File: config.mk
export PLATFORM = sky130hd
export DESIGN_NAME = stream_to_memory_irq_coalescing
export DESIGN_NICKNAME = d
export VERILOG_FILES = /design/src/logic/irq_coalesce_pkg.sv /design/src/logic/delay_tick_divider.sv /design/src/logic/stream_to_memory_irq_coalescing.sv
export SDC_FILE = /design/constraint.sdc
export NUM_CORES = 1
export LEC_CHECK = 0
export ABC_AREA = 1
export BUFFER_PORTS_ARGS = -buffer_cell sky130_fd_sc_hd__buf_2
export CORE_UTILIZATION = 55
export CTS_CLUSTER_DIAMETER = 100
export DETAILED_ROUTE_END_ITERATION = 16
export HOLD_SLACK_MARGIN = 0.05
export PLACE_DENSITY = 0.87
export SETUP_SLACK_MARGIN = 0.4
export SLEW_MARGIN = 0
export SYNTH_ARGS = -nofsm -noshare
export SYNTH_HDL_FRONTEND = slang
export SYNTH_SLANG_ARGS = --single-unit
export TNS_END_PERCENT = 50
File: constraint.sdc
create_clock -name ref_clk -period 3.1 [get_ports ref_clk]
set_input_delay 0 -clock ref_clk [delete_from_list [all_inputs] [get_ports ref_clk]]
set_output_delay 0 -clock ref_clk [all_outputs]
set_load 0.02 [all_outputs]
File: src/logic/irq_coalesce_pkg.sv
// Shared constants and carriers for the write-channel interrupt coalescing block
package irq_coalesce_pkg;

    // Register map (byte addresses)
    localparam logic [7:0] CTRL_OFFSET = 8'h30;
    localparam logic [7:0] STATUS_OFFSET = 8'h38;

    // Control word field positions
    localparam int COMPLETION_EN_BIT = 12;
    localparam int DELAY_EN_BIT = 13;
    localparam int ERROR_EN_BIT = 14;
    localparam int RESERVED_BIT = 15;
    localparam int THRESHOLD_LSB = 16;
    localparam int DELAY_LSB = 24;

    // Status word field positions
    localparam int STAT_COUNT_LSB = 0;
    localparam int STAT_TIMER_LSB = 8;
    localparam int STAT_RUN_BIT = 16;

    // Reset values
    localparam logic COMPLETION_EN_RESET = 1'h0;
    localparam logic DELAY_EN_RESET = 1'h0;
    localparam logic ERROR_EN_RESET = 1'h0;
    localparam logic [7:0] THRESHOLD_RESET = 8'h01;
    localparam logic [7:0] DELAY_RESET = 8'h00;
    localparam logic [7:0] THRESHOLD_MIN = 8'h01;

    // Delay timer resolution
    localparam int CLK_PERIOD_NS = 20;
    localparam int DELAY_TICK_NS = 1000;
    localparam int DELAY_TICK_CYCLES = DELAY_TICK_NS / CLK_PERIOD_NS;

    typedef enum logic {
        TIMER_IDLE,
        TIMER_COUNTING
    } timer_state_e;

    // Avalon-MM request from the master
    typedef struct packed {
        logic read;
        logic write;
        logic [7:0] address;
        logic [31:0] writedata;
        logic [3:0] byteenable;
    } avmm_req_s;

    // Channel events, one-cycle pulses from the datapath
    typedef struct packed {
        logic completion;
        logic packet_start;
        logic packet_end;
        logic error;
    } dma_event_s;

    // Interrupt requests, one-cycle pulses
    typedef struct packed {
        logic completion;
        logic delay;
        logic error;
    } irq_s;

endpackage

File: src/logic/delay_tick_divider.sv
// Prescaler that gives one enable pulse per delay-timer tick
`timescale 1ns/100ps
module delay_tick_divider
    import irq_coalesce_pkg::*;
#(
    parameter int unsigned CYCLES = DELAY_TICK_CYCLES
) (
    // Clock and reset
    input wire logic ref_clk,
    input wire logic reset_n,
    // Restart the period
    input wire logic clr,
    // One-cycle enable
    output logic tick
);
    localparam int W = (CYCLES > 1) ? $clog2(CYCLES) : 1;
    localparam logic [W-1:0] LAST = W'(CYCLES - 1);

    typedef struct packed {
        logic [W-1:0] count;
        logic tick;
    } div_state_s;

    div_state_s q;
    div_state_s d;

    always_comb begin
        d = q;
        d.tick = 1'b0;
        if (clr) begin
            d.count = '0;
        end else if (q.count == LAST) begin
            d.count = '0;
            d.tick = 1'b1;
        end else begin
            d.count = q.count + W'(1);
        end
    end

    always_ff @(posedge ref_clk or negedge reset_n) begin
        if (!reset_n) begin
            q <= '0;
        end else begin
            q <= d;
        end
    end

    assign tick = q.tick;

endmodule

File: src/logic/stream_to_memory_irq_coalescing.sv
// Interrupt enables, completion coalescing and idle timeout for the write channel
//
// How it works
// - Bit 13 lets delay-timer expiry raise an interrupt; zero masks it.
// - Without descriptor mode the delay interrupt enable is ignored.
// - Bit 14 lets channel errors raise an interrupt; zero suppresses them.
// - Bit 15 is reserved: writes ignored, reads return zero.
// - Threshold in bits 23:16 resets to 1; completions count down from it.
// - A completion with the counter at 1 raises the completion interrupt and reloads it.
// - Threshold is at least 1; writing 0 leaves it unchanged.
// - Without descriptor mode completions are not coalesced.
// - Delay in bits 31:24 resets to 0; timer starts at packet end.
// - Timer resets when a new packet starts or a timeout occurs.
// - Timer reaching the delay value raises the delay interrupt.
// - Delay value zero disables the timer completely.
// - Without descriptor mode the delay field is ignored, timer idle.
// - Bit 12 lets flagged completion events raise the interrupt.
`timescale 1ns/100ps
module stream_to_memory_irq_coalescing
    import irq_coalesce_pkg::*;
#(
    parameter bit DESCRIPTOR_MODE = 1'b1
) (
    // Clock and reset
    input wire logic ref_clk,
    input wire logic reset_n,
    // Avalon-MM slave
    input wire avmm_req_s bus_req,
    output logic [31:0] readdata,
    output logic waitrequest,
    // Channel events
    input wire dma_event_s events,
    // Interrupt requests
    output irq_s irq
);

    typedef struct packed {
        logic waitrequest;
        logic [31:0] readdata;
        logic completion_en;
        logic delay_en;
        logic error_en;
        logic [7:0] threshold;
        logic [7:0] idle_setting;
        logic [7:0] count;
        timer_state_e tstate;
        logic [7:0] timer;
        irq_s irq;
    } state_s;

    state_s q;
    state_s d;

    logic tick;
    logic timer_restart;
    logic wr_take;
    logic wr_ctrl;
    logic rd_take;
    logic thr_reload;
    logic [7:0] thr_next;
    logic [31:0] ctrl_word;
    logic [31:0] status_word;
    logic timer_on;
    logic comp_fire;

    // Register images
    always_comb begin
        ctrl_word = '0;
        ctrl_word[COMPLETION_EN_BIT] = q.completion_en;
        ctrl_word[DELAY_EN_BIT] = q.delay_en;
        ctrl_word[ERROR_EN_BIT] = q.error_en;
        ctrl_word[RESERVED_BIT] = 1'b0;
        ctrl_word[THRESHOLD_LSB +: 8] = q.threshold;
        ctrl_word[DELAY_LSB +: 8] = q.idle_setting;
    end

    always_comb begin
        status_word = '0;
        status_word[STAT_COUNT_LSB +: 8] = q.count;
        status_word[STAT_TIMER_LSB +: 8] = q.timer;
        status_word[STAT_RUN_BIT] = (q.tstate == TIMER_COUNTING);
    end

    // A request completes at the edge where waitrequest is sampled low
    assign rd_take = bus_req.read && !q.waitrequest;
    assign wr_take = bus_req.write && !q.waitrequest;
    assign wr_ctrl = wr_take && (bus_req.address == CTRL_OFFSET);

    // Threshold update; zero is refused
    always_comb begin
        thr_next = q.threshold;
        thr_reload = 1'b0;
        if (wr_ctrl && bus_req.byteenable[2] &&
            bus_req.writedata[THRESHOLD_LSB +: 8] >= THRESHOLD_MIN) begin
            thr_next = bus_req.writedata[THRESHOLD_LSB +: 8];
            thr_reload = (thr_next != q.threshold);
        end
    end

    // Delay timer runs only with a nonzero delay in descriptor mode
    assign timer_on = DESCRIPTOR_MODE && (q.idle_setting != 8'h00);

    // Divider period restarts with every fresh count
    assign timer_restart = events.packet_end || q.tstate != TIMER_COUNTING;

    delay_tick_divider #(
        .CYCLES(DELAY_TICK_CYCLES)
    ) u_tick (
        .ref_clk(ref_clk),
        .reset_n(reset_n),
        .clr(timer_restart),
        .tick(tick)
    );

    always_comb begin
        d = q;
        d.irq = '0;
        comp_fire = 1'b0;

        // Bus handshake: one wait cycle, then a single ready cycle
        d.waitrequest = 1'b1;
        if ((bus_req.read || bus_req.write) && q.waitrequest) begin
            d.waitrequest = 1'b0;
            case (bus_req.address)
                CTRL_OFFSET: d.readdata = ctrl_word;
                STATUS_OFFSET: d.readdata = status_word;
                default: d.readdata = '0;
            endcase
        end

        // Control write, per byte lane; bit 15 is not stored
        if (wr_ctrl && bus_req.byteenable[1]) begin
            d.completion_en = bus_req.writedata[COMPLETION_EN_BIT];
            d.delay_en = bus_req.writedata[DELAY_EN_BIT];
            d.error_en = bus_req.writedata[ERROR_EN_BIT];
        end
        d.threshold = thr_next;
        if (wr_ctrl && bus_req.byteenable[3]) begin
            d.idle_setting = bus_req.writedata[DELAY_LSB +: 8];
        end

        // Completion coalescing
        d.count = thr_reload ? thr_next : q.count;
        if (events.completion) begin
            if (!DESCRIPTOR_MODE) begin
                comp_fire = 1'b1;
            end else if (d.count == 8'h01) begin
                comp_fire = 1'b1;
                d.count = thr_next;
            end else begin
                d.count = d.count - 8'h01;
            end
        end
        d.irq.completion = comp_fire && q.completion_en;

        // Idle timeout
        case (q.tstate)
            TIMER_IDLE: begin
                d.timer = 8'h00;
                if (events.packet_end && timer_on) begin
                    d.tstate = TIMER_COUNTING;
                end
            end
            TIMER_COUNTING: begin
                if (!timer_on || events.packet_start) begin
                    d.tstate = TIMER_IDLE;
                    d.timer = 8'h00;
                end else if (events.packet_end) begin
                    d.timer = 8'h00;
                end else if (tick) begin
                    if (q.timer + 8'h01 == q.idle_setting) begin
                        d.irq.delay = q.delay_en && DESCRIPTOR_MODE;
                        d.tstate = TIMER_IDLE;
                        d.timer = 8'h00;
                    end else begin
                        d.timer = q.timer + 8'h01;
                    end
                end
            end
            default: begin
                d.tstate = TIMER_IDLE;
                d.timer = 8'h00;
            end
        endcase

        // Errors
        d.irq.error = events.error && q.error_en;
    end

    always_ff @(posedge ref_clk or negedge reset_n) begin
        if (!reset_n) begin
            q.waitrequest <= 1'b1;
            q.readdata <= '0;
            q.completion_en <= COMPLETION_EN_RESET;
            q.delay_en <= DELAY_EN_RESET;
            q.error_en <= ERROR_EN_RESET;
            q.threshold <= THRESHOLD_RESET;
            q.idle_setting <= DELAY_RESET;
            q.count <= THRESHOLD_RESET;
            q.tstate <= TIMER_IDLE;
            q.timer <= 8'h00;
            q.irq <= '0;
        end else begin
            q <= d;
        end
    end

    assign readdata = q.readdata;
    assign waitrequest = q.waitrequest;
    assign irq = q.irq;
endmodule

Yosys cells after proc, flatten, opt, wreduce, memory -nomap -nowiden
Cells that the tools add are included.
{"block": "word_totals", "register_bits": 79, "latch_bits": 0, "mem_bits_rw": 0, "mem_bits_ro": 0, "in_bits": 52, "output_inout_bits": 36, "wordCells": 69, "n_memories": 0}
{"block": "classes", "add_sub_neg": 3, "mul": 0, "div": 0, "order_cmp": 1, "eq_ne": 7, "n_shift": 0, "n_mux": 26, "bitwise_logic": 1, "n_reduce_logical": 16}
{"cell": "$pmux W32 S2", "n": 1}
{"cell": "$mux W8", "n": 6}
{"cell": "$mux W33", "n": 1}
{"cell": "$mux W9", "n": 2}
{"cell": "$pmux W9 S2", "n": 1}
{"cell": "$eq A8 B6 Y1 const B", "n": 2}
{"cell": "$mux W1", "n": 13}
{"cell": "$mux W6", "n": 2}
{"cell": "$logic_and A1 B1 Y1", "n": 10}
{"cell": "$add A8 B1 Y8 const B", "n": 1}
{"cell": "$eq A8 B1 Y1 const B", "n": 1}
{"cell": "$eq A8 B8 Y1", "n": 1}
{"cell": "$ge A8 B1 Y1 const B", "n": 1}
{"cell": "$ne A8 B8 Y1", "n": 1}
{"cell": "$reduce_bool A8 Y1", "n": 1}
{"cell": "$sub A8 B1 Y8 const B", "n": 1}
{"cell": "$add A6 B1 Y6 const B", "n": 1}
{"cell": "$eq A6 B6 Y1 const B", "n": 1}
{"cell": "$ne A4 B2 Y1 const B", "n": 1}
{"cell": "$logic_or A1 B1 Y1", "n": 3}
{"cell": "$logic_not A1 Y1", "n": 2}
{"cell": "$not A1 Y1", "n": 1}

Logic depth before layout (Yosys ltp)
{"block": "depth", "depth_word": 11, "depth_mapped": 18, "mapped_depth_nobuf": 18}

Hierarchy
Synthesis repeated with hierarchy kept, for this count alone.
{"block": "unflattened", "cells_unflattened": 545, "hier_area_um2": 4375.4}
{"mod": "stream_to_memory_irq_coalescing", "n_inst": 1, "cells_per_inst": 510, "area_per_inst_um2": 4053.9, "seq_area_each_um2": 1805.5}
{"mod": "delay_tick_divider", "n_inst": 1, "cells_per_inst": 35, "area_per_inst_um2": 321.6, "seq_area_each_um2": 175.2}

Worst setup path before layout
OpenSTA, ideal clock, no wires.
{"block": "synth_path", "kind": "register to register", "startpoint": "register q (netlist bit ctrl_word[16])", "endpoint": "register q[16] (netlist name)", "setup_time_ps": 117, "t_arrival_ps": 1874, "t_required_ps": 2983, "slack_ps": 1109, "stages_incl_launch_ff": 17, "n_path_buf": 0, "synth_period_minus_slack_ps": 1991, "path_cell_list": "dfstp_2 > nand2_1 > nand2_1 > nand2_1 > nor2_2 > nand2_4 > nand2_4 > nand2_1 > nand2_1 > ha_1 > inv_1 > nor2_8 > nand2_4 > nand2_1 > nand2_1 > nand2_1 > nand2_1"}
{"element": "start: declaration", "line_no": "stream_to_memory_irq_coalescing.sv:51", "rtl": "state_s q;"}

==> run metrics <==
run status=finished clean; Net Switching=0.000907 W; Max Cap Viol=0; Initial Utilization=57.1%; top post-synthesis cells by area=dfrtp_1, nand2_1, buf_4, inv_1, o31ai_1; Post-Route WL=10,300 microns; Int Power=0.00174 W; Rows=32; vias after detailed routing=3,709; PnR worst setup slack=0.481 ns; CP max FO=6; met1 wire length=4280 microns; DP Area=4600 sq um; Clock Path Buffers=2; clk root buf=clkbuf_8; Worst-Skew Late Latency=0.36 ns; postcts setup bufs=0; antenna cell count=0; share of cells above drive strength 1=22.3%; final slew viol count=0; GRT Util Overall=25.9%; Routed WL per cell=14.5 microns; CTS tree=done; number of buffers created by CTS=9; Seq/Total Area, Yosys=44.9%; final instance area=5070 sq um; setup TNS=0 ns; power density over the cells=522 nW/um^2; routability cong.=0.937; area leader, netlist=dfrtp_1; Worst path most repeated cell=xor2_1; worst-margin pin slew=0.967 ns; pin count of the biggest net entering global routing=80; syn_nets=594; multi-input combinational cell area=1840 sq um; Worst Setup Start Kind=flip-flop; dpl cells=666; number of non-filler instances in the completed layout=707; RSZ-0062 raised after global routing=no; Synth cell types=35; Peak Freq=0.382 GHz; post-route clock period utilization=84.5%; commonest non-fill, non-tap cell in the layout=nand2_1; FILL cells=610; vias in the first global route=3,671; DR WL met2=5170 microns; initial antenna violation count=0; die area=8380 sq um; WS Path Type=flip-flop to flip-flop; worst-path cell chain=ha_1 -> nand3_1 -> xor2_1 -> xor2_1 -> nor3_2 -> nand4_1 -> o21ai_0 -> dlygate4sd3_1 -> nand2_1; worst slack, placed=0.788 ns; Worst-path clk slew=0.09 ns; min Tclk post-route=2.62 ns; Top Layer Used=met4; 1st-pass router iterations=5; WHS=0.0766 ns; CP max-delay cell=dlygate4sd3_1; H-Tree Level Count=3; Setup Viol. Count Final=0; Layout Nets=657; Worst Hold Class=input port to flip-flop; Sw Share=34.2%; met3 WL=559 microns; Final Skew=0.0117 ns; Synth top area share=43.1%; Clock power frac=30.7%; synth-to-layout area growth=15.0%; hpwl dp=6860 microns; final hold vios=0; Core ar.=7730 sq um; vias per cell=5.25; remaining antenna violation count=0; worst endpoint required time=3.34 ns; yosys warns=0; CP max stage delay=0.58 ns; Synth Instances=537; Post-route DRC=0; Die H=91.5 microns; P_leak=2.65 nW; CP arrival=2.86 ns; mean post-synth cell area=8.21 sq um; drt initial violations=223; Register Area=1980 sq um; Seq pwr share=42.5%; most frequent cells in the layout=nand2_1, dfrtp_1, buf_2; Max transition margin=35.5%; Synth Register Bits=79; I/O Buffers=73; Die X=91.5 microns; CTS Sinks=79; worst IR drop on VDD=0.196 mV; Cell Area, Synth=4410 sq um; grt ovf=0; CP Capture Type=flip-flop; IO Pins=88; first-pass GRT wire length=17,000 microns; combinational share of power=26.8%
## kinds of logic after synthesis
kind of cell,count (synthesis),share of synthesized area [%]
mux,1,0.255
simple gates,245,26.7
flops,79,44.9
compound gates,67,9.00
fa+ha+maj,5,1.42
xor+xnor,18,3.89
buf+inv,122,13.8
## registers in the layout (all words and copies together) (netlist names)
signal       cells
ctrl_word       19
irq              3
q               17
u_tick.tick      1
readdata        32
u_tick.q         6
waitrequest      1
## critical path, delay by kind of cell, from the launching register on
kind            cells  cell delay, ns
simple gates        4            0.64
buf+inv             1            0.58
flops               1            0.46
xor+xnor            2            0.40
fa+ha+maj           1            0.24
compound gates      1            0.19
## power by group through the flow
stage / sequential [W] / combinational, W / clock, W
floorplan: 0.00114 / 0.000554 / 0
global placement: 0.00114 / 0.000655 / 0
detailed placement: 0.00115 / 0.000676 / 0
CTS: 0.00113 / 0.000706 / 0.000831
global route: 0.00113 / 0.000791 / 0.000861
finish: 0.00113 / 0.000709 / 0.000815
## per-stage QoR
stage          power, W  util (%)
3_5_place_dp    0.00182      59.5
6_report        0.00265      65.6
4_1_cts         0.00266      65.5
2_1_floorplan   0.00169         -
5_1_grt         0.00279      65.6
3_3_place_gp    0.00180      59.5
## synth_stat cells (all sizes together)
cell      n
nand4     4
o31ai    23
and2      1
dfrtp    76
dfstp     3
nand3b    4
buf      40
xnor2     8
xnor3     1
o21ai    19
nand2   137
ha        5
xor2      9
mux2      1
a21oi    25
clkbuf    8
nor3      8
clkinv    2
inv      72
nand3    39
nor2     52
## path summary, 6_finish.rpt
| path | from | endpoint | slack (ns) | depth (start not counted) |
|---|---|---|---|---|
| worst max-delay path | q[3]$_DFFE_PN0P_ | q[11]$_DFF_PN0_ | 0.48 | 9 |
| worst min-delay path | bus_req[1] | ctrl_word[13]$_DFFE_PN0P_ | 0.08 | 3 |
| worst max register to register | q[3]$_DFFE_PN0P_ | q[11]$_DFF_PN0_ | 0.48 | 9 |
| worst min register to register | readdata[19]$_DFFE_PN0P_ | readdata[19]$_DFFE_PN0P_ | 0.48 | 2 |
| max in group asynchronous | reset_n | q[3]$_DFFE_PN0P_ | 2.09 | 2 |
| min in group asynchronous | reset_n | q[14]$_DFF_PN0_ | 0.35 | 2 |
## what timing repair did
action / in CTS / in global routing
gates resized for setup: 0 / 3
hold buffers: 25 / 0
endpoints found under the setup margin: 0 / 1
hold endpoints to repair: 106 / 0
## final cells by class
class / instances / area share, %
clock inverters: 6 / 1.48
clock buffers: 10 / 2.71
well taps: 102 / 2.52
flip-flops and latches: 79 / 39.1
inverters: 74 / 5.48
multi-input cells: 336 / 36.3
repair buffers: 100 / 12.5
## layer usage
layer	vias up	GRT usage, %
li1	1790	-
met1	1754	31.0
met2	139	44.8
met3	26	5.11
met4	0	11.9
met5	-	0
Power figures use the tool's default switching activity.
